## config.mk

```make
export PLATFORM = sky130hd
export DESIGN_NAME = tms_timer8
export DESIGN_NICKNAME = d
export VERILOG_FILES = /design/src/common/tms_pkg.sv /design/src/hw/tms_timer8.sv
export SDC_FILE = /design/constraint.sdc
export NUM_CORES = 1
export LEC_CHECK = 0
export ABC_AREA = 1
export ABC_CLOCK_PERIOD_IN_PS = 2600
export BUFFER_PORTS_ARGS = -buffer_cell sky130_fd_sc_hd__buf_2
export CAP_MARGIN = 10
export CORE_ASPECT_RATIO = 0.7
export CORE_UTILIZATION = 50
export CTS_CLUSTER_SIZE = 25
export DETAILED_ROUTE_END_ITERATION = 7
export PLACE_DENSITY = 0.8
export SLEW_MARGIN = 10
export SYNTH_ARGS = -nofsm -noshare
export SYNTH_HDL_FRONTEND = slang
export SYNTH_SLANG_ARGS = --single-unit
```

## constraint.sdc

```tcl
create_clock -name i_core_clk -period 2.6 [get_ports i_core_clk]
set_input_delay 0.26 -clock i_core_clk [delete_from_list [all_inputs] [get_ports i_core_clk]]
set_output_delay 0.26 -clock i_core_clk [all_outputs]
set_load 0.005 [all_outputs]
```

## src/common/tms_pkg.sv

```systemverilog
// Constants, register map and carrier types of the 8-bit timer mode sequencer.
// Assumes a 32-bit APB slave port and one core clock for all logic.
package tms_pkg;

  // Register byte offsets
  localparam logic [11:0] TMS_CTRL_OFS = 12'h000;
  localparam logic [11:0] TMS_COUNT_OFS = 12'h004;
  localparam logic [11:0] TMS_COMPARE_OFS = 12'h008;
  localparam logic [11:0] TMS_FLAGS_OFS = 12'h00c;
  localparam logic [11:0] TMS_STATUS_OFS = 12'h010;

  // Control register fields
  localparam int TMS_CTRL_WIDTH = 9;
  localparam int TMS_FORCE_BIT = 9;
  localparam logic [8:0] TMS_CTRL_RESET = 9'h000;

  // Flag register fields
  localparam int TMS_WRAP_BIT = 0;
  localparam int TMS_MATCH_BIT = 1;

  // Status register fields
  localparam int TMS_STAT_OC_BIT = 8;

  // Counter extremes
  localparam logic [7:0] TMS_BOTTOM = 8'h00;
  localparam logic [7:0] TMS_MAX = 8'hff;
  localparam logic [7:0] TMS_MAX_M1 = 8'hfe;

  // Prescaler: divide-by counts minus one for the selectable factors
  localparam logic [9:0] TMS_DIV1_LIM = 10'h000;
  localparam logic [9:0] TMS_DIV8_LIM = 10'h007;
  localparam logic [9:0] TMS_DIV32_LIM = 10'h01f;
  localparam logic [9:0] TMS_DIV64_LIM = 10'h03f;
  localparam logic [9:0] TMS_DIV128_LIM = 10'h07f;
  localparam logic [9:0] TMS_DIV256_LIM = 10'h0ff;
  localparam logic [9:0] TMS_DIV1024_LIM = 10'h3ff;

  // Waveform modes, numbered as the mode field encodes them
  typedef enum logic [1:0] {
    TMS_MODE_NORMAL = 2'h0,
    TMS_MODE_PHASE = 2'h1,
    TMS_MODE_CLEAR_ON_MATCH = 2'h2,
    TMS_MODE_FAST_PWM = 2'h3
  } tms_mode_e;

  // Output actions
  typedef enum logic [1:0] {
    TMS_ACT_NONE = 2'h0,
    TMS_ACT_TOGGLE = 2'h1,
    TMS_ACT_CLEAR = 2'h2,
    TMS_ACT_SET = 2'h3
  } tms_action_e;

  // Control register layout, bit 0 upward from the right
  typedef struct packed {
    logic port_level;
    logic pin_dir;
    logic [2:0] clk_sel;
    tms_action_e out_action_sel;
    tms_mode_e wave_mode_sel;
  } tms_ctrl_s;

endpackage

```

## src/hw/tms_timer8.sv

```systemverilog
// 8-bit timer/counter with normal, clear-on-match and fast PWM sequencing,
// a compare output driving one port pin, and an APB register slave.
// Assumes APB signals synchronous to i_core_clk; the pin pad is outside.
`timescale 1ns/1ps

module tms_timer8 (
  // Clock and reset
  input wire logic i_core_clk,
  input wire logic i_nrst,
  // APB slave
  input wire logic i_psel,
  input wire logic i_penable,
  input wire logic i_pwrite,
  input wire logic [11:0] i_paddr,
  input wire logic [31:0] i_pwdata,
  output logic o_pready,
  output logic [31:0] o_prdata,
  output logic o_pslverr,
  // Flag service acknowledges from an interrupt controller
  input wire logic i_wrap_ack,
  input wire logic i_match_ack,
  // Flag levels
  output logic o_wrap_flag,
  output logic o_match_flag,
  // Compare output pin
  output logic o_cmp_pin_out,
  output logic o_cmp_pin_oe
);

  ////////////////////////////////////////////////////////////////////////////
  // Declarations

  tms_pkg::tms_ctrl_s ctrl_reg;
  logic [7:0] count_value_reg;
  logic [7:0] compare_value_reg;
  logic [7:0] compare_buf_reg;
  logic wrap_flag_reg;
  logic match_flag_reg;
  logic match_pend_reg;
  logic block_reg;
  logic compare_output_reg;
  logic [9:0] presc_cnt_reg;
  logic pready_reg;
  logic [31:0] prdata_reg;
  logic pslverr_reg;
  logic pin_out_reg;
  logic pin_oe_reg;

  logic [9:0] presc_lim;
  logic tick;
  logic is_pwm;
  logic cmp_hit;
  logic match_now;
  logic at_top;
  logic wrap_set;
  logic [7:0] count_value_next;
  logic compare_output_next;
  logic hit_ctrl;
  logic hit_count;
  logic hit_compare;
  logic hit_flags;
  logic hit_status;
  logic setup;
  logic wr_xfer;
  logic [31:0] rd_mux;

  ////////////////////////////////////////////////////////////////////////////
  // Prescaler

  always_comb begin
    case (ctrl_reg.clk_sel)
      3'h1: presc_lim = tms_pkg::TMS_DIV1_LIM;
      3'h2: presc_lim = tms_pkg::TMS_DIV8_LIM;
      3'h3: presc_lim = tms_pkg::TMS_DIV32_LIM;
      3'h4: presc_lim = tms_pkg::TMS_DIV64_LIM;
      3'h5: presc_lim = tms_pkg::TMS_DIV128_LIM;
      3'h6: presc_lim = tms_pkg::TMS_DIV256_LIM;
      3'h7: presc_lim = tms_pkg::TMS_DIV1024_LIM;
      default: presc_lim = tms_pkg::TMS_DIV1_LIM;
    endcase
  end

  // Select 0 stops the timer; the phase restarts whenever the timer stops
  assign tick = (ctrl_reg.clk_sel != 3'h0) && (presc_cnt_reg == presc_lim);

  always_ff @(posedge i_core_clk) begin
    if (!i_nrst) begin
      presc_cnt_reg <= 10'h000;
    end else if (ctrl_reg.clk_sel == 3'h0 || tick) begin
      presc_cnt_reg <= 10'h000;
    end else begin
      presc_cnt_reg <= presc_cnt_reg + 10'h001;
    end
  end

  ////////////////////////////////////////////////////////////////////////////
  // APB decode

  always_comb begin
    hit_ctrl = 1'b0;
    hit_count = 1'b0;
    hit_compare = 1'b0;
    hit_flags = 1'b0;
    hit_status = 1'b0;
    if (i_paddr == tms_pkg::TMS_CTRL_OFS) begin
      hit_ctrl = 1'b1;
    end else if (i_paddr == tms_pkg::TMS_COUNT_OFS) begin
      hit_count = 1'b1;
    end else if (i_paddr == tms_pkg::TMS_COMPARE_OFS) begin
      hit_compare = 1'b1;
    end else if (i_paddr == tms_pkg::TMS_FLAGS_OFS) begin
      hit_flags = 1'b1;
    end else if (i_paddr == tms_pkg::TMS_STATUS_OFS) begin
      hit_status = 1'b1;
    end
  end

  assign setup = i_psel && !i_penable;
  assign wr_xfer = i_psel && i_penable && pready_reg && i_pwrite;

  always_comb begin
    rd_mux = 32'h0000_0000;
    if (hit_ctrl) begin
      rd_mux[tms_pkg::TMS_CTRL_WIDTH-1:0] = ctrl_reg;
    end else if (hit_count) begin
      rd_mux[7:0] = count_value_reg;
    end else if (hit_compare) begin
      rd_mux[7:0] = compare_buf_reg;
    end else if (hit_flags) begin
      rd_mux[tms_pkg::TMS_WRAP_BIT] = wrap_flag_reg;
      rd_mux[tms_pkg::TMS_MATCH_BIT] = match_flag_reg;
    end else if (hit_status) begin
      rd_mux[7:0] = compare_value_reg;
      rd_mux[tms_pkg::TMS_STAT_OC_BIT] = compare_output_reg;
    end
  end

  // Answer is registered in the setup cycle so the access phase lasts one cycle
  always_ff @(posedge i_core_clk) begin
    if (!i_nrst) begin
      pready_reg <= 1'b0;
      prdata_reg <= 32'h0000_0000;
      pslverr_reg <= 1'b0;
    end else begin
      pready_reg <= setup;
      if (setup) begin
        prdata_reg <= i_pwrite ? 32'h0000_0000 : rd_mux;
        pslverr_reg <= !(hit_ctrl || hit_count || hit_compare || hit_flags || hit_status);
      end else begin
        prdata_reg <= 32'h0000_0000;
        pslverr_reg <= 1'b0;
      end
    end
  end

  ////////////////////////////////////////////////////////////////////////////
  // Control register

  always_ff @(posedge i_core_clk) begin
    if (!i_nrst) begin
      ctrl_reg <= tms_pkg::TMS_CTRL_RESET;
    end else if (wr_xfer && hit_ctrl) begin
      ctrl_reg <= i_pwdata[tms_pkg::TMS_CTRL_WIDTH-1:0];
    end
  end

  assign is_pwm = (ctrl_reg.wave_mode_sel == tms_pkg::TMS_MODE_FAST_PWM) ||
                  (ctrl_reg.wave_mode_sel == tms_pkg::TMS_MODE_PHASE);

  ////////////////////////////////////////////////////////////////////////////
  // Counter sequencing

  assign cmp_hit = (count_value_reg == compare_value_reg);
  // A count write blocks the match of the next tick, so equal start values stay quiet
  assign match_now = tick && cmp_hit && !block_reg;
  assign at_top = (count_value_reg == tms_pkg::TMS_MAX);

  always_comb begin
    count_value_next = count_value_reg;
    if (tick) begin
      case (ctrl_reg.wave_mode_sel)
        tms_pkg::TMS_MODE_CLEAR_ON_MATCH: begin
          // A compare below the count misses and the count wraps through 0xFF first
          if (match_now) begin
            count_value_next = tms_pkg::TMS_BOTTOM;
          end else begin
            count_value_next = count_value_reg + 8'h01;
          end
        end
        tms_pkg::TMS_MODE_FAST_PWM: begin
          if (at_top) begin
            count_value_next = tms_pkg::TMS_BOTTOM;
          end else begin
            count_value_next = count_value_reg + 8'h01;
          end
        end
        default: begin
          count_value_next = count_value_reg + 8'h01;
        end
      endcase
    end
  end

  // Software write wins over the tick and is taken with no mode restriction
  always_ff @(posedge i_core_clk) begin
    if (!i_nrst) begin
      count_value_reg <= tms_pkg::TMS_BOTTOM;
    end else if (wr_xfer && hit_count) begin
      count_value_reg <= i_pwdata[7:0];
    end else begin
      count_value_reg <= count_value_next;
    end
  end

  always_ff @(posedge i_core_clk) begin
    if (!i_nrst) begin
      block_reg <= 1'b0;
    end else if (wr_xfer && hit_count) begin
      block_reg <= 1'b1;
    end else if (tick) begin
      block_reg <= 1'b0;
    end
  end

  ////////////////////////////////////////////////////////////////////////////
  // Compare value and its buffer

  always_ff @(posedge i_core_clk) begin
    if (!i_nrst) begin
      compare_buf_reg <= tms_pkg::TMS_BOTTOM;
    end else if (wr_xfer && hit_compare) begin
      compare_buf_reg <= i_pwdata[7:0];
    end
  end

  // The buffered load at top keeps PWM pulses whole when the duty changes
  always_ff @(posedge i_core_clk) begin
    if (!i_nrst) begin
      compare_value_reg <= tms_pkg::TMS_BOTTOM;
    end else if (!is_pwm && wr_xfer && hit_compare) begin
      compare_value_reg <= i_pwdata[7:0];
    end else if (is_pwm && tick && at_top) begin
      compare_value_reg <= compare_buf_reg;
    end
  end

  ////////////////////////////////////////////////////////////////////////////
  // Flags

  always_comb begin
    case (ctrl_reg.wave_mode_sel)
      tms_pkg::TMS_MODE_FAST_PWM: wrap_set = tick && (count_value_reg == tms_pkg::TMS_MAX_M1);
      tms_pkg::TMS_MODE_CLEAR_ON_MATCH: wrap_set = tick && at_top;
      default: wrap_set = tick && at_top;
    endcase
  end

  // Set wins over a clear arriving in the same cycle
  always_ff @(posedge i_core_clk) begin
    if (!i_nrst) begin
      wrap_flag_reg <= 1'b0;
    end else if (wrap_set && !(wr_xfer && hit_count)) begin
      wrap_flag_reg <= 1'b1;
    end else if (i_wrap_ack || (wr_xfer && hit_flags && i_pwdata[tms_pkg::TMS_WRAP_BIT])) begin
      wrap_flag_reg <= 1'b0;
    end
  end

  always_ff @(posedge i_core_clk) begin
    if (!i_nrst) begin
      match_pend_reg <= 1'b0;
    end else if (tick) begin
      match_pend_reg <= match_now;
    end
  end

  always_ff @(posedge i_core_clk) begin
    if (!i_nrst) begin
      match_flag_reg <= 1'b0;
    end else if (tick && match_pend_reg) begin
      match_flag_reg <= 1'b1;
    end else if (i_match_ack || (wr_xfer && hit_flags && i_pwdata[tms_pkg::TMS_MATCH_BIT])) begin
      match_flag_reg <= 1'b0;
    end
  end

  ////////////////////////////////////////////////////////////////////////////
  // Compare output

  function automatic logic apply_action(input logic [1:0] act, input logic cur);
    case (act)
      tms_pkg::TMS_ACT_TOGGLE: apply_action = !cur;
      tms_pkg::TMS_ACT_CLEAR: apply_action = 1'b0;
      tms_pkg::TMS_ACT_SET: apply_action = 1'b1;
      default: apply_action = cur;
    endcase
  endfunction

  always_comb begin
    compare_output_next = compare_output_reg;
    if (!is_pwm && wr_xfer && hit_ctrl && i_pwdata[tms_pkg::TMS_FORCE_BIT]) begin
      // Forced match uses the action being written, with no flag and no clear
      compare_output_next = apply_action(i_pwdata[3:2], compare_output_reg);
    end else if (ctrl_reg.wave_mode_sel == tms_pkg::TMS_MODE_FAST_PWM) begin
      // Bottom wins over a match at max, giving a steady level for compare = max with action clear or set
      if (tick && at_top && ctrl_reg.out_action_sel == tms_pkg::TMS_ACT_CLEAR) begin
        compare_output_next = 1'b1;
      end else if (tick && at_top && ctrl_reg.out_action_sel == tms_pkg::TMS_ACT_SET) begin
        compare_output_next = 1'b0;
      end else if (match_now) begin
        compare_output_next = apply_action(ctrl_reg.out_action_sel, compare_output_reg);
      end
    end else if (!is_pwm && match_now) begin
      compare_output_next = apply_action(ctrl_reg.out_action_sel, compare_output_reg);
    end
  end

  always_ff @(posedge i_core_clk) begin
    if (!i_nrst) begin
      compare_output_reg <= 1'b0;
    end else begin
      compare_output_reg <= compare_output_next;
    end
  end

  // Action none hands the pin back to the plain port level
  always_ff @(posedge i_core_clk) begin
    if (!i_nrst) begin
      pin_out_reg <= 1'b0;
      pin_oe_reg <= 1'b0;
    end else begin
      pin_out_reg <= (ctrl_reg.out_action_sel != tms_pkg::TMS_ACT_NONE) ?
                     compare_output_reg : ctrl_reg.port_level;
      pin_oe_reg <= ctrl_reg.pin_dir;
    end
  end

  ////////////////////////////////////////////////////////////////////////////
  // Outputs

  assign o_pready = pready_reg;
  assign o_prdata = prdata_reg;
  assign o_pslverr = pslverr_reg;
  assign o_wrap_flag = wrap_flag_reg;
  assign o_match_flag = match_flag_reg;
  assign o_cmp_pin_out = pin_out_reg;
  assign o_cmp_pin_oe = pin_oe_reg;

endmodule

```

==> impl_metrics.tcl, run 1 <==
set metrics [dict create \
    vias 3503 \
    vias_per_cell 5.28 \
    dpl_worst_slack_ns 0.357 \
    fmaxAchievable_mhz 504 \
    numPortBuffers 43 \
    multi_input_area_mm2 0.00184 \
    skew_ns 0.0118 \
    fin_worst_hold_slack_ns 0.0966 \
    worst_pin_slew_ns 0.496 \
    yosys_warnings 0 \
    setup_viol 0 \
    cts_tree "yes" \
    initial_core_util_pct 51.9 \
    synth_cell_types 39 \
    track_usage_pct 26.4 \
    wl_met1_mm 4.08 \
    drt_first_pass_iters 5 \
    path_delay_family "simple AND/OR/NAND/NOR gates" \
    hold_violations 0 \
    cts_buffers 9 \
    path_buf_inv 2 \
    postCtsSetupBuffers 0 \
    ys_async_sr_fraction_pct 0 \
    rows 25 \
    worstPathCellList "inv_2, nand2_2, inv_2, nand2_1, nand2_1, nor2_2, nand3_2, nor2_8, nand3_1, o21ai_2, nor2_1, o21a_1" \
    max_stage_delay_ns 0.45 \
    synth.area.top_cells "dfxtp_1 35%, nand2_1 9.6%, inv_1 8.4%" \
    wl_per_cell_um 13.8 \
    cp-end-kind "flip-flop" \
    drtIter0Drc 308 \
    crit_arrival_ns 2.24 \
    post_cts_resized 0 \
    largest_reg_flops 10 \
    gp_congestion 0.997 \
    routed-wl-met3_mm 1.08 \
    die_x_um 102 \
    core_area_mm2 0.00676 \
    post-route-drc-count 0 \
    fin_area_mm2 0.00394 \
    run_status "finished, final reports clean" \
    antenna_left 0 \
    power_density_mw_per_mm2 476 \
    dieArea_mm2 0.00735 \
    rr_worst_depth 12 \
    avgSynthCellArea_um2 6.81 \
    htreeDepth 3 \
    worstPathRequired_ns 2.85 \
    irDropWorstVdd_uv 217 \
    area_delta_synth_final_pct 12.5 \
    cp-start-kind "flip-flop" \
    place_hpwl_mm 6.89 \
    fin_crit_sh_pct 76.4 \
    yosysTopAreaCell "dfxtp_1" \
    timing.final.max_slew_violations 0 \
    leakage_nw 1.74 \
    placed_area_mm2 0.00374 \
    yosysMostFrequentCell "nand2_1" \
    crit_path_max_fanout 9 \
    cts.sinks 61 \
    cp.depth 12 \
    fillers 641 \
    synth_ff_type "dfxtp_1" \
    pin_count 89 \
    crit_slowest_cell "dfxtp_1" \
    syn_inst 515 \
    layout-drive-gt1-share_pct 16.0 \
    antenna_found_initial 0 \
    yosysTopAreaCellShare_pct 34.8 \
    holdPathStages 2 \
    fin_setup_tns_ns 0 \
    clk_pin_slew_worst_paths_ns 0.08 \
    min_path_type "input port to flip-flop" \
    fin_ws_ns 0.614 \
    fin_crit_ns 1.99 \
    nNetsFinal 620 \
    grt_pass1_vias 3071 \
    cts_root_buffer "clkbuf_8" \
    clk_latency_ns 0.36 \
    overflow 0 \
    ys_seq_elements 61 \
    yosys-top-cells-count "90 x nand2_1, 78 x inv_1, 63 x nor2_1, 61 x dfxtp_1, 37 x a21oi_1" \
    top_layer_used "met4" \
    synth_edf_count 0 \
    syn_area_mm2 0.00350 \
    cts.hold.buffers_added 0 \
    clk_path_buf_depth 2 \
    cap_violations 0 \
    ys_seq_area_share_pct 34.8 \
    slew_headroom_pct 66.7 \
    grt_pass1_wl_mm 14.6 \
    worst-setup-path-type "flip-flop to flip-flop" \
    routed-wl-met2_mm 3.85 \
    regArea_mm2 0.00122 \
    drt_wl_total_mm 9.14 \
    grt_setup_unrepaired "false" \
    die_y_um 72.0 \
    num_antenna_cells 0 \
    grt_max_degree 25 \
]
[layout make-up]
cell class / count / share of cell area, %
tap: 94 / 2.98
inverter: 86 / 8.25
clock inverter: 7 / 1.90
clock buffer: 9 / 3.14
multi-input combinational: 361 / 46.7
sequential: 61 / 31.0
timing repair buffer: 46 / 6.03
[per-layer routing]
metal	up-vias	GRT usage, %
met2	186	38.6
met5	-	0
li1	1736	-
met4	0	8.57
met3	20	10.0
met1	1561	36.0
[cells in the final DEF (no fill, tap or decap), types with 2 or more instances in the layout]
master,count
nor2_1,63
inv_1,78
a221oi_1,2
o2111ai_1,2
buf_4,3
nand3_2,3
clkbuf_8,9
o21ai_0,29
o22ai_1,14
nor2_2,3
o221ai_1,5
dfxtp_1,61
nand4_2,2
buf_2,43
nand4_1,6
conb_1,23
nand2_1,90
a21oi_1,37
clkinv_1,2
nor2_4,3
nor3_1,11
xor2_1,6
xnor2_1,2
a211oi_1,3
nand2_2,8
clkinvlp_4,3
nor3b_1,3
ha_1,4
a31oi_1,9
nand3_1,24
o31ai_1,2
inv_2,5
[stage by stage]
step	instances	power [mW]	util (%)
global route	664	1.94	58.3
detailed placement	648	1.03	55.4
floorplan	537	1.02	-
global placement	648	1.03	55.4
CTS	664	1.89	58.3
finish	664	1.88	58.3
[cell families (layout without fill, tap and decap cells)]
group | after synthesis | in the layout | synth area share, %
and+or+nand+nor | 220 | 220 | 29.2
adders and majority gates | 4 | 4 | 1.43
DFF | 61 | 61 | 34.8
xor gates and xnor gates | 8 | 8 | 2.00
buffers and inverters | 115 | 148 | 15.0
AOI/OAI and AO/OA | 106 | 106 | 17.5
other | 1 | 23 | 0.107
[power breakdown]
part,internal (mW),total [mW],leakage [nW],switching (mW)
Sequential,0.935,0.935,0.491,0.000398
Combinational,0.0254,0.0794,1.16,0.0540
Clock,0.445,0.862,0.0918,0.418
[path summary, 6_finish.rpt]
| path | from | end | slack, ns |
|---|---|---|---|
| worst max register to register | ctrl_reg[6] | count_value_reg[4] | 0.61 |
| worst min-delay path | i_penable | o_pready | 0.1 |
| worst min register to register | compare_buf_reg[3] | compare_value_reg[3] | 0.47 |
| worst max-delay path | ctrl_reg[6] | count_value_reg[4] | 0.61 |
Power figures use the tool's default switching activity.
==> run 2, diff against run 1 <==
- ABC_AREA: 1 -> 0
- ABC_CLOCK_PERIOD_IN_PS: 2600 -> 1700
- CORE_UTILIZATION: 50 -> 48
- PLACE_DENSITY: 0.8 -> 0.81
- clock period: 2.6 -> 1.7 ns (I/O delays scaled with it)
==> run 2 against run 1 <==
  * The run now ends with setup timing left
  * Largest power group is now the clock network
  * Power rose by 68%
  * Via count rose by 8.2%
  * First-iteration DRC count rose by 58%
  * Register-to-register slack got worse by 1.1 ns
  * Synthesized area fell by 3.1%
==> impl_metrics.tcl, run 2 <==
set metrics [dict create \
    fin_area_mm2 0.00470 \
    largest_reg_flops 10 \
    path_common_cell "or4b_4" \
    min_path_type "input port to flip-flop" \
    worst_pin_slew_ns 0.554 \
    cp-start-kind "flip-flop" \
    antenna_left 0 \
    cts_tree "yes" \
    cts.sinks 61 \
    failed_checks "setup timing" \
    multi_input_area_mm2 0.00210 \
    grt_pass1_vias 3331 \
    synth.area.top_cells "dfxtp_1 36%, nand2_1 5.6%, buf_4 5.5%" \
    cts_root_buffer "clkbuf_8" \
    r2r_slack_ns -0.44 \
    ys_async_sr_fraction_pct 0 \
    cp.depth 7 \
    pin_count 89 \
    grt_setup_unrepaired "true" \
    syn_inst 416 \
    max_stage_delay_ns 0.52 \
    dieArea_mm2 0.00742 \
    fin_ws_ns -0.443 \
    grt_pass1_wl_mm 16.4 \
    fmaxAchievable_mhz 467 \
    crit_slowest_cell "or4b_4" \
    cap_violations 0 \
    core_area_mm2 0.00679 \
    timing.final.max_slew_violations 0 \
    die_y_um 72.4 \
    clk_pin_slew_worst_paths_ns 0.07 \
    yosysTopAreaCellShare_pct 35.9 \
    run_status "finished, violations left" \
    total_power_mw 3.14 \
    initial_core_util_pct 50.0 \
    track_usage_pct 29.7 \
    leakage_nw 1.92 \
    rows 25 \
    r2r-start "ctrl_reg[5]" \
    worst-setup-path-type "flip-flop to flip-flop" \
    htreeDepth 3 \
    place_hpwl_mm 7.73 \
    ys_seq_area_share_pct 35.9 \
    critical_path.startpoint "ctrl_reg[5]" \
    avgSynthCellArea_um2 8.17 \
    path_buf_inv 0 \
    cp-end-kind "flip-flop" \
    worstPathCellList "nand2_4, or4b_4, nand3_2, nand4_4, or2_4, or4b_4, a31oi_4" \
    drtIter0Drc 487 \
    antenna_found_initial 0 \
    hold_violations 0 \
    vias_per_cell 5.85 \
    nNetsFinal 604 \
    overflow 0 \
    fin_util_pct 69.2 \
    irDropWorstVdd_uv 468 \
    fillers 506 \
    regArea_mm2 0.00123 \
    fin_cells 648 \
    syn_area_mm2 0.00340 \
    ys_seq_elements 61 \
    die_x_um 103 \
    area_delta_synth_final_pct 38.3 \
    yosysMostFrequentCell "dfxtp_1" \
    post-route-drc-count 0 \
    placed_area_mm2 0.00425 \
    critPathCapture "count_value_reg[2]" \
    final_cell_mix "98 x buf_4, 58 x dfxtp_1, 51 x nand2_1, 43 x buf_2, 29 x nor2_1" \
    crit_arrival_ns 2.43 \
    yosys_warnings 0 \
    layout-drive-gt1-share_pct 35.6 \
    setup_viol 31 \
    yosys-top-cells-count "61 x dfxtp_1, 51 x nand2_1, 30 x nor2_1, 26 x a21oi_1, 25 x buf_4" \
    synth_cell_types 57 \
    synth_ff_type "dfxtp_1" \
    crit_path_max_fanout 6 \
    drt_wl_total_mm 11.0 \
    fin_crit_sh_pct 126 \
    slew_headroom_pct 63.0 \
    grt_max_degree 43 \
    cts_buffers 9 \
    synth_edf_count 0 \
    wl_per_cell_um 16.9 \
    yosysTopAreaCell "dfxtp_1" \
    cts.hold.buffers_added 0 \
    numPortBuffers 43 \
    clk_latency_ns 0.35 \
    gp_congestion 0.982 \
    r2r_end "count_value_reg[2]" \
    vias 3789 \
    worstPathRequired_ns 1.99 \
    path_delay_family "simple AND/OR/NAND/NOR gates" \
    fin_crit_ns 2.14 \
    num_antenna_cells 0 \
    power_density_mw_per_mm2 669 \
    drt_first_pass_iters 5 \
    clk_path_buf_depth 2 \
    rr_worst_depth 7 \
    skew_ns 0.00985 \
    mostFrequentLayoutCell "buf_4" \
    post-place-cells 622 \
]
## run 2: changes by cell type after synthesis, sizes merged, moves of 9 or more
cell    before  now
a21boi       0   24
a22oi        0   15
nand2       99   52
nor2        70   30
o21ai       31   22
nand3       28   13
nand2b       0   10
clkbuf       2   16
xor2         6   15
a21oi       37   26
inv         84    6
o22ai       14    3
## run 2: worst reg2reg max path: stages, from the launching register on
cell and delay [ns]:
dfxtp_4 0.38, nand2_4 0.06, or4b_4 0.48, nand3_2 0.09, nand4_4 0.12, or2_4 0.31
or4b_4 0.52, a31oi_4 0.13
## run 2: metal layers
layer  vias up  wire, um  part of all wire [%]  global-route usage (%)
met5         -         0                     0                       0
met4         0       215                   2.0                    8.89
met3        37      1380                    13                    11.1
met2       246      4840                    44                    45.4
met1      1799      4540                    41                    38.8
li1       1707         -                     -                       -
## run 2: worst min-delay path by stage
| stage | depth (start not counted) | end | start | slack, ns |
|---|---|---|---|---|
| 3_5_place_dp | 3 | ctrl_reg[8] | i_pwdata[8] | 0.45 |
| 6_report | 3 | ctrl_reg[8] | i_pwdata[8] | 0.08 |
| 3_3_place_gp | 3 | ctrl_reg[8] | i_pwdata[8] | 0.43 |
| 2_1_floorplan | 2 | ctrl_reg[5] | i_pwdata[5] | 0.31 |
| 4_1_cts | 3 | ctrl_reg[8] | i_pwdata[8] | 0.08 |
| 5_1_grt | 3 | ctrl_reg[8] | i_pwdata[8] | 0.09 |
## run 2: final cells by class
cell class | count | share of cell area [%]
multi-input cells | 327 | 44.6
repair buffers | 144 | 21.1
clock buffers | 10 | 2.72
clock inverters | 6 | 2.37
well taps | 94 | 2.50
inverters | 6 | 0.479
flip-flops and latches | 61 | 26.2
## run 2: repair_timing
action / in CTS / in global routing
gates resized for setup: 16 / 17
gates cloned: 2 / 0
buffers inserted: 5 / 3
pin swaps: 8 / 6
setup endpoints to repair: 31 / 33
## run 2: kinds of logic (layout without fill, tap and decap cells)
family                   count (synthesis)  count (layout)  synth area share, %
AND/OR/NAND/NOR                        166             167                 25.9
AO/OA/AOI/OAI                          109             109                 21.1
flip-flops                              61              61                 35.9
buffers and inverters                   51             166                 8.88
XOR/XNOR                                17              17                 4.38
multiplexers                             7               7                 2.14
adder cells (fa/ha/maj)                  4               4                 1.47
other                                    1              23                0.110
## run 2: power breakdown
group	internal [mW]	leakage (nW)	switching [mW]	total (mW)
registers	1.43	0.493	0.000848	1.43
clock network	0.974	0.116	0.599	1.57
logic	0.0608	1.31	0.0828	0.144
total	2.46	1.92	0.683	3.14
## run 2: metrics by stage
step           hold WS, ns  TNS [ns]  worst slack [ns]
2_1_floorplan        0.310     -5.62            -0.500
3_3_place_gp         0.427     -8.01            -0.541
3_5_place_dp         0.448    -10.33            -0.637
4_1_cts             0.0832     -6.50            -0.382
5_1_grt             0.0874     -9.08            -0.473
6_report            0.0790     -7.47            -0.443
==> run 3, diff against run 2 <==
- CORE_UTILIZATION: 48 -> 30
- PLACE_DENSITY: 0.81 -> 0.56
==> run 3 against run 2 <==
  * The run still ends with setup timing left
  * Sequential share of layout area is 1.1 points lower
  * Global-route usage is 9.7 points lower
  * Fmax is 2.8% higher
  * Largest power group unchanged
==> impl_metrics.tcl, run 3 (synthesis gave the netlist of run 2 again) <==
set metrics [dict create \
    run_status "finished, violations left" \
    failed_checks "setup timing" \
    fin_cells 706 \
    drt_first_pass_iters 5 \
    skew_ns 0.0125 \
    regArea_mm2 0.00123 \
    worstPathCellList "nand2_4, or4b_4, nand3_2, nand4_4, or2_4, or4b_4, a31oi_1" \
    final_cell_mix "89 x buf_4, 58 x dfxtp_1, 51 x nand2_1, 43 x buf_2, 25 x a21oi_1" \
    area_delta_synth_final_pct 44.6 \
    rows 32 \
    dieArea_mm2 0.0118 \
    crit_arrival_ns 2.35 \
    pin_count 89 \
    nNetsFinal 603 \
    clk_path_buf_depth 2 \
    max_stage_delay_ns 0.48 \
    track_usage_pct 20.0 \
    vias 3585 \
    numPortBuffers 43 \
    hold_violations 0 \
    placed_area_mm2 0.00434 \
    leakage_nw 1.98 \
    cap_violations 0 \
    place_hpwl_mm 8.26 \
    die_y_um 91.0 \
    antenna_left 0 \
    irDropWorstVdd_uv 511 \
    clk_latency_ns 0.34 \
    grt_pass1_vias 3321 \
    total_power_mw 3.49 \
    grt_max_degree 42 \
    drt_wl_total_mm 11.4 \
    mostFrequentLayoutCell "buf_4" \
    grt_setup_unrepaired "true" \
    antenna_found_initial 0 \
    core_area_mm2 0.0110 \
    htreeDepth 3 \
    fmaxAchievable_mhz 480 \
    post-place-cells 682 \
    drtIter0Drc 293 \
    cts_tree "yes" \
    crit_slowest_cell "or4b_4" \
    worstPathRequired_ns 1.97 \
    cts_root_buffer "clkbuf_16" \
    power_density_mw_per_mm2 710 \
    min_path_type "input port to flip-flop" \
    largest_reg_flops 10 \
    vias_per_cell 5.08 \
    fin_area_mm2 0.00491 \
    overflow 0 \
    gp_congestion 0.875 \
    post-route-drc-count 0 \
    cts.sinks 61 \
    dpl_worst_slack_ns -0.583 \
    fin_ws_ns -0.384 \
    initial_core_util_pct 30.9 \
    cp-start-kind "flip-flop" \
    num_antenna_cells 0 \
    worst-setup-path-type "flip-flop to flip-flop" \
    die_x_um 129 \
    grt_pass1_wl_mm 17.7 \
    cp-end-kind "flip-flop" \
    fin_util_pct 44.6 \
    fillers 1078 \
    fin_crit_ns 2.08 \
    wl_per_cell_um 16.2 \
    layout-drive-gt1-share_pct 36.0 \
    crit_path_max_fanout 6 \
    multi_input_area_mm2 0.00211 \
    path_common_cell "or4b_4" \
    setup_viol 31 \
    fin_crit_sh_pct 123 \
    timing.final.max_slew_violations 0 \
    cts_buffers 9 \
    clk_pin_slew_worst_paths_ns 0.06 \
]
-- run 3: what timing repair did --
item,4_1_cts,5_1_grt
hold buffers,0,0
setup buffers,7,0
endpoints found under the hold margin,0,0
pin swaps,15,5
gates resized for setup,30,18
endpoints found under the setup margin,31,38
gates cloned,2,0
-- run 3: layer usage --
| metal | GRT usage, % | up-vias | part of all wire [%] |
|---|---|---|---|
| met3 | 4.83 | 14 | 7.5 |
| met1 | 29.5 | 1728 | 50 |
| li1 | - | 1700 | - |
| met5 | 0 | - | 0 |
| met2 | 27.8 | 143 | 41 |
| met4 | 6.47 | 0 | 1.3 |
-- run 3: area by class of cell --
class | instances | area share [%]
clock buffer | 13 | 5.50
timing repair buffer | 143 | 21.2
tap | 153 | 3.90
multi-input combinational | 327 | 43.0
sequential | 61 | 25.0
inverter | 6 | 0.458
clock inverter | 3 | 0.866
-- run 3: stage by stage --
| step | hold slack (ns) | setup TNS (ns) |
|---|---|---|
| floorplan | 0.310 | -5.62 |
| global placement | 0.431 | -9.50 |
| detailed placement | 0.443 | -11.70 |
| CTS | 0.0956 | -5.74 |
| global route | 0.104 | -8.20 |
| finish | 0.106 | -5.92 |
-- run 3: report_power, final --
group	total [mW]	switching [mW]	leakage, nW	internal [mW]
Clock	1.92	0.663	0.152	1.25
Combinational	0.140	0.0831	1.33	0.0570
Sequential	1.43	0.000763	0.493	1.43
Total	3.49	0.747	1.98	2.74
-- run 3: path summary, 6_finish.rpt --
| kind | end | from | cells after the start | slack, ns |
|---|---|---|---|---|
| hold / removal | ctrl_reg[8] | i_pwdata[8] | 3 | 0.11 |
| setup / recovery | count_value_reg[2] | ctrl_reg[5] | 7 | -0.38 |
| setup reg to reg | count_value_reg[2] | ctrl_reg[5] | 7 | -0.38 |
| hold reg to reg | match_pend_reg | match_pend_reg | 2 | 0.48 |
-- run 3: critical path, delay by kind of cell (launching register included) --
kind	cells	cell delay, ns
compound gates	1	0.14
simple gates	6	1.49
flops	1	0.38
